`src/psw_pkg.sv`:
```
// Package of constants and types for the status word swap unit
package psw_pkg;
	// ****************************************
	// Status word bit positions (bit 0 is the most significant)
	// ****************************************
	localparam int PSW_W = 64;
	localparam int BIT_FXOVF_MASK = 20;
	localparam int BIT_UNFL_MASK = 22;
	localparam int BIT_SIGN_MASK = 23;
	localparam int BIT_MON_MASK = 34;
	localparam int BIT_EAHI_FIRST = 40;
	localparam int BIT_MC_MASK = 43;
	localparam int BIT_WAIT = 46;
	localparam int BIT_PROBLEM = 47;
	localparam int BIT_CODE_FIRST = 48;
	localparam int SYS_LEVELS = 7;
	localparam int BIT_SYS_FIRST = 32;

	// ****************************************
	// Program exception causes (index into a cause vector)
	// ****************************************
	localparam int PC_N = 8;
	localparam int PC_FXOVF = 0;
	localparam int PC_UNFL = 1;
	localparam int PC_SIGN = 2;
	localparam int PC_MON = 3;
	localparam int PC_PROT = 4;
	localparam int PC_PRIV = 5;
	localparam int PC_ILLINST = 6;
	localparam int PC_ILLADDR = 7;

	// ****************************************
	// Preferred storage area, halfword addresses of old and new words
	// ****************************************
	localparam logic [15:0] PSA_MC_OLD = 16'h0040;
	localparam logic [15:0] PSA_MC_NEW = 16'h0044;
	localparam logic [15:0] PSA_PGM_OLD = 16'h0048;
	localparam logic [15:0] PSA_PGM_NEW = 16'h004c;
	localparam logic [15:0] PSA_SVC_OLD = 16'h0058;
	localparam logic [15:0] PSA_SVC_NEW = 16'h005c;
	localparam logic [15:0] PSA_SYS_OLD = 16'h0060;
	localparam logic [15:0] PSA_SYS_STEP = 16'h0008;
	localparam logic [15:0] PSA_PWR_ON = 16'h0020;
	localparam logic [15:0] PSA_PUTAWAY = 16'h0100;
	localparam logic [7:0] PUTAWAY_WORDS = 8'h30;

	// Interrupt codes placed in the low field of the old word
	localparam logic [15:0] CODE_MC = 16'h0008;
	localparam logic [15:0] CODE_PGM_BASE = 16'h0000;

	// ****************************************
	// Register map on APB (byte addresses)
	// ****************************************
	localparam logic [7:0] A_PSW_HI = 8'h00;
	localparam logic [7:0] A_PSW_LO = 8'h04;
	localparam logic [7:0] A_STATUS = 8'h08;
	localparam logic [7:0] A_MASK = 8'h0c;
	localparam logic [7:0] A_CTRL = 8'h10;
	localparam logic [7:0] A_SYSPEND = 8'h14;
	localparam int EV_N = 5;
	localparam int EV_MC = 0;
	localparam int EV_PGM = 1;
	localparam int EV_SVC = 2;
	localparam int EV_SYS = 3;
	localparam int EV_PWR = 4;
	localparam logic [63:0] PSW_RESET = 64'h0;

	// ****************************************
	// Swap sequencer states, one-hot
	// ****************************************
	typedef enum logic [6:0] {
		ST_IDLE = 7'h01,
		ST_OLDHI = 7'h02,
		ST_OLDLO = 7'h04,
		ST_NEWHI = 7'h08,
		ST_NEWLO = 7'h10,
		ST_PUT = 7'h20,
		ST_DOWN = 7'h40
	} psw_state_t;

	// Which class a swap serves
	typedef enum logic [4:0] {
		CL_MC = 5'h01,
		CL_PGM = 5'h02,
		CL_SVC = 5'h04,
		CL_SYS = 5'h08,
		CL_PWR = 5'h10
	} psw_class_t;

	// Map big-endian status word bit number to vector index
	function automatic int unsigned pbit(input int unsigned n);
		return PSW_W - 1 - n;
	endfunction
endpackage

```
`src/psw_mask.sv`:
```
// Masking of program and system requests
`timescale 1ns/1ns
module psw_mask
	import psw_pkg::*;
(
	input wire logic [63:0] psw,
	input wire logic [PC_N-1:0] pgm_cause,
	input wire logic [SYS_LEVELS-1:0] sys_pend,
	output logic [PC_N-1:0] pgm_take,
	output logic [SYS_LEVELS-1:0] sys_take
);
	// Masked program causes are simply dropped here
	always_comb begin
		pgm_take = pgm_cause;
		pgm_take[PC_FXOVF] = pgm_cause[PC_FXOVF] & psw[pbit(BIT_FXOVF_MASK)]; // RL9
		pgm_take[PC_UNFL] = pgm_cause[PC_UNFL] & psw[pbit(BIT_UNFL_MASK)]; // RL9
		pgm_take[PC_SIGN] = pgm_cause[PC_SIGN] & psw[pbit(BIT_SIGN_MASK)]; // RL9
		pgm_take[PC_MON] = pgm_cause[PC_MON] & psw[pbit(BIT_MON_MASK)]; // RL10
		pgm_take[PC_PROT] = pgm_cause[PC_PROT] & psw[pbit(BIT_MC_MASK)]; // RL11
		// Invalid instruction and address are never masked
		pgm_take[PC_ILLINST] = pgm_cause[PC_ILLINST]; // RL13
		pgm_take[PC_ILLADDR] = pgm_cause[PC_ILLADDR]; // RL13
	end

	// System levels pass only where their mask bit is set
	always_comb begin
		for (int i = 0; i < SYS_LEVELS; i++) begin
			sys_take[i] = sys_pend[i] & psw[pbit(BIT_SYS_FIRST + i)];
		end
	end
endmodule

```
`src/psw_swap_unit.sv`:
```
// Status word holder and interrupt swap sequencer
//
// Summary of operation
// RL1: Bit 46 one means wait, zero run.
// RL2: Bit 47 zero is supervisor; privileged allowed.
// RL3: Problem state blocks privileged op, raises interrupt.
// RL4: Bits 48-63 hold the interrupt code.
// RL5: Power loss saves machine state to storage.
// RL6: Power return in run mode loads power-on word.
// RL7: Unmasked malfunction ends instruction, takes interrupt.
// RL8: Masked machine check is discarded.
// RL9: Bits 20, 22, 23 enable arithmetic exceptions.
// RL10: Bit 34 enables instruction monitor interrupt.
// RL11: Bit 43 also masks store protect violation.
// RL12: Masked program interrupt is dropped.
// RL13: Invalid instruction or address always taken.
// RL14: Call puts high address bits into 40-43.
// RL15: Call puts 16-bit address into code field.
// RL16: Call may enter supervisor via new word.
// RL17: Swap stores old word, loads new word.
// RL18: Masked system interrupts stay pending.
// RL19: Old word fully stored before new fetched.
`timescale 1ns/1ns
module psw_swap_unit
	import psw_pkg::*;
(
	input wire logic CLK,
	input wire logic RESETN,
	input wire logic CE,
	// APB slave
	input wire logic PSEL,
	input wire logic PENABLE,
	input wire logic PWRITE,
	input wire logic [7:0] PADDR,
	input wire logic [31:0] PWDATA,
	output logic [31:0] PRDATA,
	output logic PREADY,
	output logic PSLVERR,
	output logic IRQ,
	// Processor side events, same clock
	input wire logic MALFUNCTION,
	input wire logic [PC_N-1:0] PGM_CAUSE,
	input wire logic PRIV_OP,
	input wire logic SVC_EXEC,
	input wire logic [18:0] SVC_EA,
	input wire logic ENDOP,
	// Pins from outside
	input wire logic POWER_GOOD,
	input wire logic RUN_MODE,
	input wire logic [SYS_LEVELS-1:0] SYS_REQ,
	// Processor control
	output logic CPU_WAIT,
	output logic CPU_SUPERVISOR,
	output logic PRIV_EXEC_OK,
	output logic TERMINATE,
	output logic PUTAWAY_REQ,
	output logic [15:0] PUTAWAY_ADDR,
	// Storage port, one 32-bit access per cycle
	output logic MEM_REQ,
	output logic MEM_WE,
	output logic [15:0] MEM_ADDR,
	output logic [31:0] MEM_WDATA,
	input wire logic [31:0] MEM_RDATA,
	input wire logic MEM_ACK
);
	// ****************************************
	// State
	// ****************************************
	typedef struct packed {
		logic [63:0] psw_reg; // Current status word
		psw_state_t st_reg; // Sequencer state
		psw_class_t cls_reg; // Class being served
		logic [15:0] old_a_reg; // Old word address
		logic [15:0] new_a_reg; // New word address
		logic [63:0] save_reg; // Word being stored
		logic [SYS_LEVELS-1:0] sys_pend_reg; // Pending system levels
		logic [EV_N-1:0] stat_reg; // Sticky event bits
		logic [EV_N-1:0] mask_reg; // Interrupt mask
		logic [7:0] put_cnt_reg; // Putaway word count
		logic pwr_down_reg; // Machine is powered down
		logic [SYS_LEVELS+1:0] sync1_reg; // First sync stage
		logic [SYS_LEVELS+1:0] sync2_reg; // Second sync stage
		logic [31:0] rdata_reg; // Read data
		logic term_reg; // Terminate pulse
	} psw_regs_t;

	psw_regs_t r_reg;
	psw_regs_t r_next;
	logic [PC_N-1:0] pgm_all;
	logic [PC_N-1:0] pgm_take;
	logic [SYS_LEVELS-1:0] sys_take;
	logic pwr_good_s;
	logic run_mode_s;
	logic apb_acc;
	logic [EV_N-1:0] ev;
	logic [2:0] sys_lvl;
	logic mc_take;

	assign pwr_good_s = r_reg.sync2_reg[SYS_LEVELS];
	assign run_mode_s = r_reg.sync2_reg[SYS_LEVELS+1];
	// Privileged op in problem state is a program cause
	always_comb begin
		pgm_all = PGM_CAUSE;
		pgm_all[PC_PRIV] = PGM_CAUSE[PC_PRIV] | (PRIV_OP & r_reg.psw_reg[pbit(BIT_PROBLEM)]); // RL3
	end

	// ****************************************
	// Mask logic
	// ****************************************
	psw_mask u_mask (
		.psw(r_reg.psw_reg),
		.pgm_cause(pgm_all),
		.sys_pend(r_reg.sys_pend_reg),
		.pgm_take(pgm_take),
		.sys_take(sys_take)
	);

	// Lowest numbered pending system level whose mask bit is set
	always_comb begin
		sys_lvl = 3'h0;
		for (int i = SYS_LEVELS - 1; i >= 0; i--) begin
			if (sys_take[i]) begin
				sys_lvl = 3'(i);
			end
		end
	end

	assign mc_take = MALFUNCTION & r_reg.psw_reg[pbit(BIT_MC_MASK)]; // RL8
	assign apb_acc = PSEL & PENABLE;

	// ****************************************
	// Next state
	// ****************************************
	always_comb begin
		r_next = r_reg;
		ev = '0;
		r_next.term_reg = 1'b0;
		r_next.sync1_reg = {RUN_MODE, POWER_GOOD, SYS_REQ};
		r_next.sync2_reg = r_reg.sync1_reg;
		// Masked system requests stay latched until taken
		r_next.sys_pend_reg = r_reg.sys_pend_reg | r_reg.sync2_reg[SYS_LEVELS-1:0]; // RL18
		case (r_reg.st_reg)
			ST_IDLE: begin
				if (!pwr_good_s && !r_reg.pwr_down_reg) begin
					// Power loss: put away state first
					r_next.st_reg = ST_PUT; // RL5
					r_next.put_cnt_reg = 8'h00;
					r_next.cls_reg = CL_PWR;
					ev[EV_PWR] = 1'b1;
				end else if (r_reg.pwr_down_reg) begin
					if (pwr_good_s && run_mode_s) begin
						r_next.pwr_down_reg = 1'b0;
						r_next.new_a_reg = PSA_PWR_ON; // RL6
						r_next.cls_reg = CL_PWR;
						r_next.st_reg = ST_NEWHI;
					end
				end else if (mc_take) begin
					r_next.term_reg = 1'b1; // RL7
					r_next.save_reg = r_reg.psw_reg;
					r_next.save_reg[15:0] = CODE_MC; // RL4
					r_next.old_a_reg = PSA_MC_OLD;
					r_next.new_a_reg = PSA_MC_NEW;
					r_next.cls_reg = CL_MC;
					r_next.st_reg = ST_OLDHI;
					ev[EV_MC] = 1'b1;
				end else if (|pgm_take) begin
					// Masked causes never reach here and are not kept
					r_next.save_reg = r_reg.psw_reg; // RL12
					for (int i = PC_N - 1; i >= 0; i--) begin
						if (pgm_take[i]) begin
							r_next.save_reg[15:0] = CODE_PGM_BASE + 16'(i); // RL4
						end
					end
					r_next.old_a_reg = PSA_PGM_OLD;
					r_next.new_a_reg = PSA_PGM_NEW;
					r_next.cls_reg = CL_PGM;
					r_next.st_reg = ST_OLDHI;
					ev[EV_PGM] = 1'b1;
				end else if (SVC_EXEC) begin
					r_next.save_reg = r_reg.psw_reg;
					r_next.save_reg[pbit(BIT_EAHI_FIRST) -: 4] = SVC_EA[18:15]; // RL14
					r_next.save_reg[15:0] = SVC_EA[15:0]; // RL15
					r_next.old_a_reg = PSA_SVC_OLD;
					r_next.new_a_reg = PSA_SVC_NEW;
					r_next.cls_reg = CL_SVC;
					r_next.st_reg = ST_OLDHI;
					ev[EV_SVC] = 1'b1;
				end else if (ENDOP && |sys_take) begin
					// A request arriving in the same cycle wins over the clear
					r_next.sys_pend_reg[sys_lvl] = r_reg.sync2_reg[sys_lvl]; // RL18
					r_next.save_reg = r_reg.psw_reg;
					r_next.old_a_reg = PSA_SYS_OLD + 16'(sys_lvl) * PSA_SYS_STEP;
					r_next.new_a_reg = PSA_SYS_OLD + 16'(sys_lvl) * PSA_SYS_STEP + 16'h0004;
					r_next.cls_reg = CL_SYS;
					r_next.st_reg = ST_OLDHI;
					ev[EV_SYS] = 1'b1;
				end
			end
			// Old word is written in two halves before any fetch
			ST_OLDHI: if (MEM_ACK) r_next.st_reg = ST_OLDLO; // RL17 RL19
			ST_OLDLO: if (MEM_ACK) r_next.st_reg = ST_NEWHI; // RL19
			ST_NEWHI: begin
				if (MEM_ACK) begin
					r_next.psw_reg[63:32] = MEM_RDATA; // RL17
					r_next.st_reg = ST_NEWLO;
				end
			end
			ST_NEWLO: begin
				if (MEM_ACK) begin
					// New word may switch problem to supervisor state
					r_next.psw_reg[31:0] = MEM_RDATA; // RL16 RL17
					r_next.st_reg = ST_IDLE;
				end
			end
			ST_PUT: begin
				if (MEM_ACK) begin
					r_next.put_cnt_reg = r_reg.put_cnt_reg + 8'h01;
					if (r_reg.put_cnt_reg == PUTAWAY_WORDS - 8'h01) begin
						r_next.st_reg = ST_DOWN;
					end
				end
			end
			ST_DOWN: begin
				r_next.pwr_down_reg = 1'b1;
				r_next.st_reg = ST_IDLE;
			end
			default: r_next.st_reg = ST_IDLE;
		endcase
		// Register access; status cleared by read, set wins
		r_next.stat_reg = r_reg.stat_reg | ev;
		if (PSEL && !PENABLE && !PWRITE) begin
			case (PADDR)
				A_PSW_HI: r_next.rdata_reg = r_reg.psw_reg[63:32];
				A_PSW_LO: r_next.rdata_reg = r_reg.psw_reg[31:0];
				A_STATUS: r_next.rdata_reg = 32'(r_reg.stat_reg | ev);
				A_MASK: r_next.rdata_reg = 32'(r_reg.mask_reg);
				A_CTRL: r_next.rdata_reg = {31'h0, r_reg.pwr_down_reg};
				A_SYSPEND: r_next.rdata_reg = 32'(r_reg.sys_pend_reg);
				default: r_next.rdata_reg = 32'h0;
			endcase
		end
		if (apb_acc && !PWRITE && PADDR == A_STATUS) begin
			r_next.stat_reg = ev;
		end
		if (apb_acc && PWRITE && r_reg.st_reg == ST_IDLE) begin
			case (PADDR)
				A_PSW_HI: r_next.psw_reg[63:32] = PWDATA;
				A_PSW_LO: r_next.psw_reg[31:0] = PWDATA;
				A_MASK: r_next.mask_reg = PWDATA[EV_N-1:0];
				default: ;
			endcase
		end
		if (!RESETN) begin
			r_next = '0;
			r_next.st_reg = ST_IDLE;
			r_next.cls_reg = CL_MC;
			r_next.psw_reg = PSW_RESET;
			// Power is taken as good out of reset so no false loss follows
			r_next.sync1_reg[SYS_LEVELS] = 1'b1;
			r_next.sync2_reg[SYS_LEVELS] = 1'b1;
		end
	end

	// ****************************************
	// Registers
	// ****************************************
	always_ff @(posedge CLK) begin
		if (CE || !RESETN) begin
			r_reg <= r_next;
		end
	end

	// ****************************************
	// Outputs
	// ****************************************
	always_comb begin
		MEM_REQ = 1'b0;
		MEM_WE = 1'b0;
		MEM_ADDR = 16'h0;
		MEM_WDATA = 32'h0;
		case (r_reg.st_reg)
			ST_OLDHI: begin
				MEM_REQ = 1'b1;
				MEM_WE = 1'b1;
				MEM_ADDR = r_reg.old_a_reg;
				MEM_WDATA = r_reg.save_reg[63:32];
			end
			ST_OLDLO: begin
				MEM_REQ = 1'b1;
				MEM_WE = 1'b1;
				MEM_ADDR = r_reg.old_a_reg + 16'h0002;
				MEM_WDATA = r_reg.save_reg[31:0];
			end
			ST_NEWHI: begin
				MEM_REQ = 1'b1;
				MEM_ADDR = r_reg.new_a_reg;
			end
			ST_NEWLO: begin
				MEM_REQ = 1'b1;
				MEM_ADDR = r_reg.new_a_reg + 16'h0002;
			end
			default: ;
		endcase
	end

	assign CPU_WAIT = r_reg.psw_reg[pbit(BIT_WAIT)]; // RL1
	assign CPU_SUPERVISOR = ~r_reg.psw_reg[pbit(BIT_PROBLEM)]; // RL2
	assign PRIV_EXEC_OK = ~r_reg.psw_reg[pbit(BIT_PROBLEM)]; // RL2
	assign TERMINATE = r_reg.term_reg;
	assign PUTAWAY_REQ = (r_reg.st_reg == ST_PUT);
	assign PUTAWAY_ADDR = PSA_PUTAWAY + {8'h0, r_reg.put_cnt_reg};
	assign PRDATA = r_reg.rdata_reg;
	assign PREADY = 1'b1;
	assign PSLVERR = 1'b0;
	assign IRQ = |(r_reg.stat_reg & r_reg.mask_reg);

	// ****************************************
	// Checks
	// ****************************************
	chk_wait_bit: assert property (@(posedge CLK) disable iff (!RESETN) // RL1
		CPU_WAIT == r_reg.psw_reg[17]) else $error("wait output wrong");
	chk_priv_block: assert property (@(posedge CLK) disable iff (!RESETN) // RL3
		(PRIV_OP && !CPU_SUPERVISOR) |-> pgm_all[PC_PRIV]) else $error("privileged op passed");
	chk_mc_term: assert property (@(posedge CLK) disable iff (!RESETN) // RL7
		(CE && r_reg.st_reg == ST_IDLE && r_reg.pwr_down_reg == 1'b0 && pwr_good_s && mc_take)
		|=> TERMINATE && r_reg.st_reg == ST_OLDHI) else $error("machine check not taken");
	chk_mc_drop: assert property (@(posedge CLK) disable iff (!RESETN) // RL8
		(MALFUNCTION && !r_reg.psw_reg[20] && r_reg.st_reg == ST_IDLE) |=> !TERMINATE)
		else $error("masked machine check taken");
	chk_ovf_mask: assert property (@(posedge CLK) disable iff (!RESETN) // RL9
		!r_reg.psw_reg[43] |-> !pgm_take[PC_FXOVF]) else $error("overflow not masked");
	chk_mon_mask: assert property (@(posedge CLK) disable iff (!RESETN) // RL10
		!r_reg.psw_reg[29] |-> !pgm_take[PC_MON]) else $error("monitor not masked");
	chk_illegal_take: assert property (@(posedge CLK) disable iff (!RESETN) // RL13
		PGM_CAUSE[PC_ILLINST] |-> pgm_take[PC_ILLINST]) else $error("invalid op masked");
	chk_old_first: assert property (@(posedge CLK) disable iff (!RESETN) // RL19
		(r_reg.st_reg == ST_NEWHI) |-> $past(r_reg.st_reg) inside {ST_OLDLO, ST_NEWHI, ST_IDLE})
		else $error("fetch before store");
	chk_svc_code: assert property (@(posedge CLK) disable iff (!RESETN) // RL15
		(CE && r_reg.st_reg == ST_IDLE && r_next.cls_reg == CL_SVC && r_next.st_reg == ST_OLDHI)
		|=> r_reg.save_reg[15:0] == $past(SVC_EA[15:0])) else $error("call code wrong");
	chk_sys_pend: assert property (@(posedge CLK) disable iff (!RESETN) // RL18
		(CE && r_reg.sync2_reg[0] && r_reg.st_reg != ST_IDLE) |=> r_reg.sys_pend_reg[0])
		else $error("system request lost");
endmodule

```
`config.mk`:
```
export PLATFORM = sky130hd
export DESIGN_NAME = psw_swap_unit
export DESIGN_NICKNAME = d
export VERILOG_FILES = /design/src/psw_pkg.sv /design/src/psw_mask.sv /design/src/psw_swap_unit.sv
export SDC_FILE = /design/constraint.sdc
export NUM_CORES = 1
export LEC_CHECK = 0
export BUFFER_PORTS_ARGS = -buffer_cell sky130_fd_sc_hd__buf_2
export CAP_MARGIN = 25
export CORE_MARGIN = 3
export CORE_UTILIZATION = 50
export DETAILED_ROUTE_END_ITERATION = 7
export PLACE_DENSITY_LB_ADDON = 0.3
export SLEW_MARGIN = 10
export SYNTH_ARGS = -nofsm -noshare
export SYNTH_HDL_FRONTEND = slang
export SYNTH_HIERARCHICAL = 1
export SYNTH_SLANG_ARGS = --single-unit
```
`constraint.sdc`:
```
create_clock -name CLK -period 5.8 [get_ports CLK]
set_input_delay 0.29 -clock CLK [delete_from_list [all_inputs] [get_ports CLK]]
set_output_delay 0.29 -clock CLK [all_outputs]
set_load 0.05 [all_outputs]
```
=== After elaboration in Yosys (flattened, before gate mapping) ===
Cells that the tools add are included.

* Add/subtract/negate cells: 6
* Magnitude comparators: 3
* Equal/unequal tests: 34
* Multiplexer cells: 76
* Bitwise operators: 23
* Reductions and logical operators: 30

{| class="wikitable"
|+ Operators with widths
! cell !! count
|-
| $mux 108 || 3
|-
| $mux 103 || 2
|-
| $mux 32 || 6
|-
| $pmux 32 s6 || 1
|-
| $mux 16 || 11
|-
| $mux 115 || 1
|-
| $mux 71 || 1
|-
| $mux 64 || 1
|-
| $pmux 16 s4 || 1
|-
| $pmux 32 s2 || 1
|-
| $mux 7 || 8
|-
| $pmux 7 s6 || 1
|-
| $mux 39 || 1
|-
| $mux 12 || 3
|-
| $add 16x2->16 const B || 2
|-
| $mux 3 || 8
|-
| $mux 5 || 4
|-
| $ne 3x3->1 const B || 6
|-
| $eq 8x4->1 const B || 2
|-
| $eq 8x5->1 const B || 2
|-
| $mux 8 || 2
|-
| $pmux 8 s2 || 1
|-
| $and 1x1->1 || 15
|-
| $mux 1 || 13
|-
| other kinds (49) || 76
|}

* Register bits: 244
* Input port bits: 119
* Output and inout port bits: 106
* Word-level logic and storage cells: 186

=== Longest topological paths before layout ===
* Depth in word-level cells: 20
* Depth in mapped cells: 8
* Mapped depth without buffers: 6

=== Hierarchy ===
Netlist, hierarchy kept.

{| class="wikitable"
|+ Modules (own cells, without submodules)
! module !! times used !! cells an instance !! area an instance (um^2) !! sequential area each (um^2)
|-
| psw_swap_unit || 1 || 1012 || 11917.7 || 6696.4
|-
| psw_mask || 1 || 15 || 97.6 || 0.0
|}

=== Least setup slack after synthesis ===
Ideal clock, no wire load.

* Path kind: in2reg
* Start point: input port PSEL
* End point: register r_reg, in the netlist PRDATA[0], enable pin
* Data arrival time: 3718 ps
* Data required time: 5289 ps
* Path slack: 1570 ps
* Stages on the path: 2
* Buffers on the path: 0
* Path through: inv_1 -> o41ai_1

* Cells in the longest elaborated chain, start to end: 4

{| class="wikitable"
|+ Ends and longest elaborated chain
! item !! line !! source
|-
| start, declared || psw_swap_unit.sv:31 || <nowiki>input wire logic PSEL,</nowiki>
|-
| $logic_and 1x1->1 (2 in series) || psw_swap_unit.sv:231 || <nowiki>if (PSEL && !PENABLE && !PWRITE) begin</nowiki>
|-
| $ne 2x1->1 (no source line) || - ||
|-
| $reduce_and 2->1 (no source line) || - ||
|-
| end signal, assigned || psw_swap_unit.sv:269 || <nowiki>r_reg <= r_next;</nowiki>
|-
| end, declared || psw_swap_unit.sv:87 || <nowiki>psw_regs_t r_reg;</nowiki>
|}

Every way passes these cells.
A chain may end at the register's enable or synchronous reset.

=== Worst setup path in the final report ===
* Start point: register r_reg[226] (netlist bit)
* End point: register r_reg[107] (netlist bit), enable pin

* Cells in the longest elaborated chain, start to end: 4

{| class="wikitable"
|+ Ends and longest elaborated chain
! item !! line !! source
|-
| $and 1x1->1 || psw_mask.sv:16 || <nowiki>pgm_take[PC_UNFL] = pgm_cause[PC_UNFL] & psw[pbit(BIT_UNFL_MASK)];</nowiki>
|-
| net pgm_take[1] || psw_swap_unit.sv:90 || <nowiki>logic [PC_N-1:0] pgm_take;</nowiki>
|-
| $reduce_or 8->1 || psw_swap_unit.sv:166 || <nowiki>end else if (|pgm_take) begin</nowiki>
|-
| $ne 5x1->1 (no source line) || - ||
|-
| $reduce_and 5->1 (no source line) || - ||
|}

The timed path passes the listed nets, and every way through them passes these cells.

==> reports/results.ini <==
[finish]
final_core_util_pct = 58.3
fin_nets = 1278
fin_area_um2 = 13700
area_growth_pct = 14.2
layout-drive-gt1-share_pct = 23.4
nFillCells = 1951
seqCellArea_um2 = 6700
mostFrequentLayoutCells = edfxtp_1 (223), buf_2 (206), nand2_1 (97)
multi_input_area_um2 = 4610
largest_reg_flops = 188
final_common_cell = edfxtp_1

[place]
dp_hpwl_um = 21700
gp_congestion = 0.942
dpl_cell_area_um2 = 12800
portBuffers = 205

[yosys]
synth_area_um2 = 12000
avgSynthCellArea_um2 = 11.7
synth_edf_count = 223
synth-main-ff-cell = edfxtp_1
ys_warn_count = 6
yosys.area_share.simple_pct = 15.5
synthMuxAreaShare_pct = 6.37
synth_top_family_by_area = simple AND/OR/NAND/NOR gates
synth_cell_types = 65
synthAdderAreaFrac_pct = 0.104
synth-xor-area-share_pct = 0.583
ys_ff_latch = 223
synthArstFlopShare_pct = 0
syn_inst = 1027
synth_compound_area_share_pct = 14.8
yosysSeqAreaShare_pct = 55.7

[timing]
slew_headroom_pct = 33.2
finalClockSkew_ns = 0.0127
fin_crit_sh_pct = 58.0
max_freq_mhz = 297
min_period_ns = 3.36
finalSetupViolations = 0
finalHoldViolCount = 0
slew_violations = 0
holdWs_ns = 0.0284
tightest_slew_ns = 0.999
rsz0062_at_grt = no
setup_tns_ns = 0

[floorplan]
dieWidth_um = 161
placement_rows = 56
start_util_pct = 51.0
core_area_um2 = 23500
ioPinCount = 225
die-area_um2 = 25900
die_y_um = 161

[drt]
drt_iter0_drc = 1011
vias = 8844
vias_per_cell = 5.90
routed_wl_um = 32900
first_pass_iters = 5
drc = 0
antenna_left = 0
wl_per_cell_um = 21.9

[power_and_ir_drop]
vdd_drop_max_mv = 0.197
power.density_nw_per_um2 = 297
finalPower_uw = 4080
leakage_uw = 0.00644

[status]
status = completed

[global_route]
grt_pass1_wl_um = 49600
grt_usage_pct = 24.6
grt_pass1_vias = 8533
globalRoute.totalOverflow = 0
grt_max_degree = 97
grt_antenna_before_repair = 5

[setup_path]
crit_family = simple AND/OR/NAND/NOR gates
startpoint_type = register
cp_cell_sequence = and2_1, nor4_1, nand3_1, or4_1, nand3_1, nand2_4
critPathMaxFanout = 69
crit_path_end_kind = register
cp_common_cell = nand3_1
path_class = reg2reg
cp.required_ns = 5.86
critPathArrivalTime_ns = 3.42
worst_path_largest_cell_delay_ns = 0.67
crit_buf_inv = 0
slowest_stage = or4_1

[clock_network]
cts_tree = done
htree_levels = 1
clkTransAtPathRegs_ns = 0.06
clock-root-buffer = clkbuf_16
clk_path_buf_depth = 3
clock_latency_ns = 0.52
cts-resized-gates = 0
cts_setup_buffers = 0
clock_sinks = 223
numCtsBuffers = 25
cts_hold_buf = 0

[worst_hold_path]
hp-class = in2reg

[run]
drv_cap = 0

-- metrics by stage --
step                worst slack, ns  std cells
floorplan                      1.57       1044
global placement               2.60       1447
detailed placement             2.48       1448
CTS                            2.48       1493
global route                   2.30       1498
finish                         2.44       1499
-- final cells by class --
type	count	area share, %
flip-flops and latches	223	48.8
multi-input cells	680	33.6
repair buffers	218	8.20
clock buffers	28	4.64
well taps	319	2.91
clock inverters	17	1.56
inverters	10	0.273
diodes	4	0.0729
-- layer usage --
layer  wire, um  track usage, %  vias up
li1           -               -     4071
met1      13600            33.8     4245
met2      15500            39.9      443
met3       2480            3.41       81
met4       1270            9.58        4
met5         27               0        -
-- cells by family (layout without fill, tap and decap cells) --
| group | Yosys count | count (layout) |
|---|---|---|
| other cells | 2 | 23 |
| flops | 223 | 223 |
| mux | 76 | 76 |
| buf+inv | 141 | 273 |
| xor+xnor | 8 | 8 |
| simple gates | 357 | 357 |
| compound gates | 219 | 219 |
| fa+ha+maj | 1 | 1 |
-- cell usage after synthesis (6+ instances only) --
cell / n / area share (%)
and2_1: 80 / 4.2
a22o_1: 38 / 2.8
o21ai_0: 13 / 0.54
o211a_1: 65 / 5.4
a32oi_1: 6 / 0.44
inv_1: 10 / 0.31
buf_4: 64 / 4.0
mux2i_1: 72 / 6.0
nand2_1: 99 / 3.1
buf_6: 6 / 0.56
nand3_1: 15 / 0.62
buf_2: 10 / 0.42
nand2b_1: 6 / 0.31
nor2b_1: 11 / 0.57
edfxtp_1: 223 / 56
nor3_1: 18 / 0.75
nand3b_1: 11 / 0.69
a22oi_1: 31 / 1.9
nor2_1: 72 / 2.2
and3_1: 9 / 0.47
a21oi_1: 33 / 1.4
clkbuf_1: 51 / 1.6
nand4_1: 7 / 0.36
-- worst paths after layout --
check / start / endpoint / slack (ns) / cells after the start
worst max register to register: r_reg[226]$_SDFFCE_PN0P_ / r_reg[107]$_SDFFCE_PN0P_ / 2.44 / 6
worst max-delay path: r_reg[226]$_SDFFCE_PN0P_ / r_reg[107]$_SDFFCE_PN0P_ / 2.44 / 6
worst min-delay path: POWER_GOOD / r_reg[49]$_SDFFCE_PN1P_ / 0.03 / 2
worst min register to register: r_reg[49]$_SDFFCE_PN1P_ / pwr_good_s$_SDFFCE_PN1P_ / 0.50 / 1
-- power breakdown --
part | switching, uW | total, uW | internal (uW)
clock | 642 | 1650 | 1010
combinational | 308 | 452 | 143
sequential | 73.9 | 1970 | 1900
-- worst register-to-register path: stages (launching register included) --
cell and delay [ns]:
edfxtp_1 0.42, and2_1 0.22, nor4_1 0.43, nand3_1 0.47, or4_1 0.67, nand3_1 0.16
nand2_4 0.49
(Power assumes the default switching activity.)
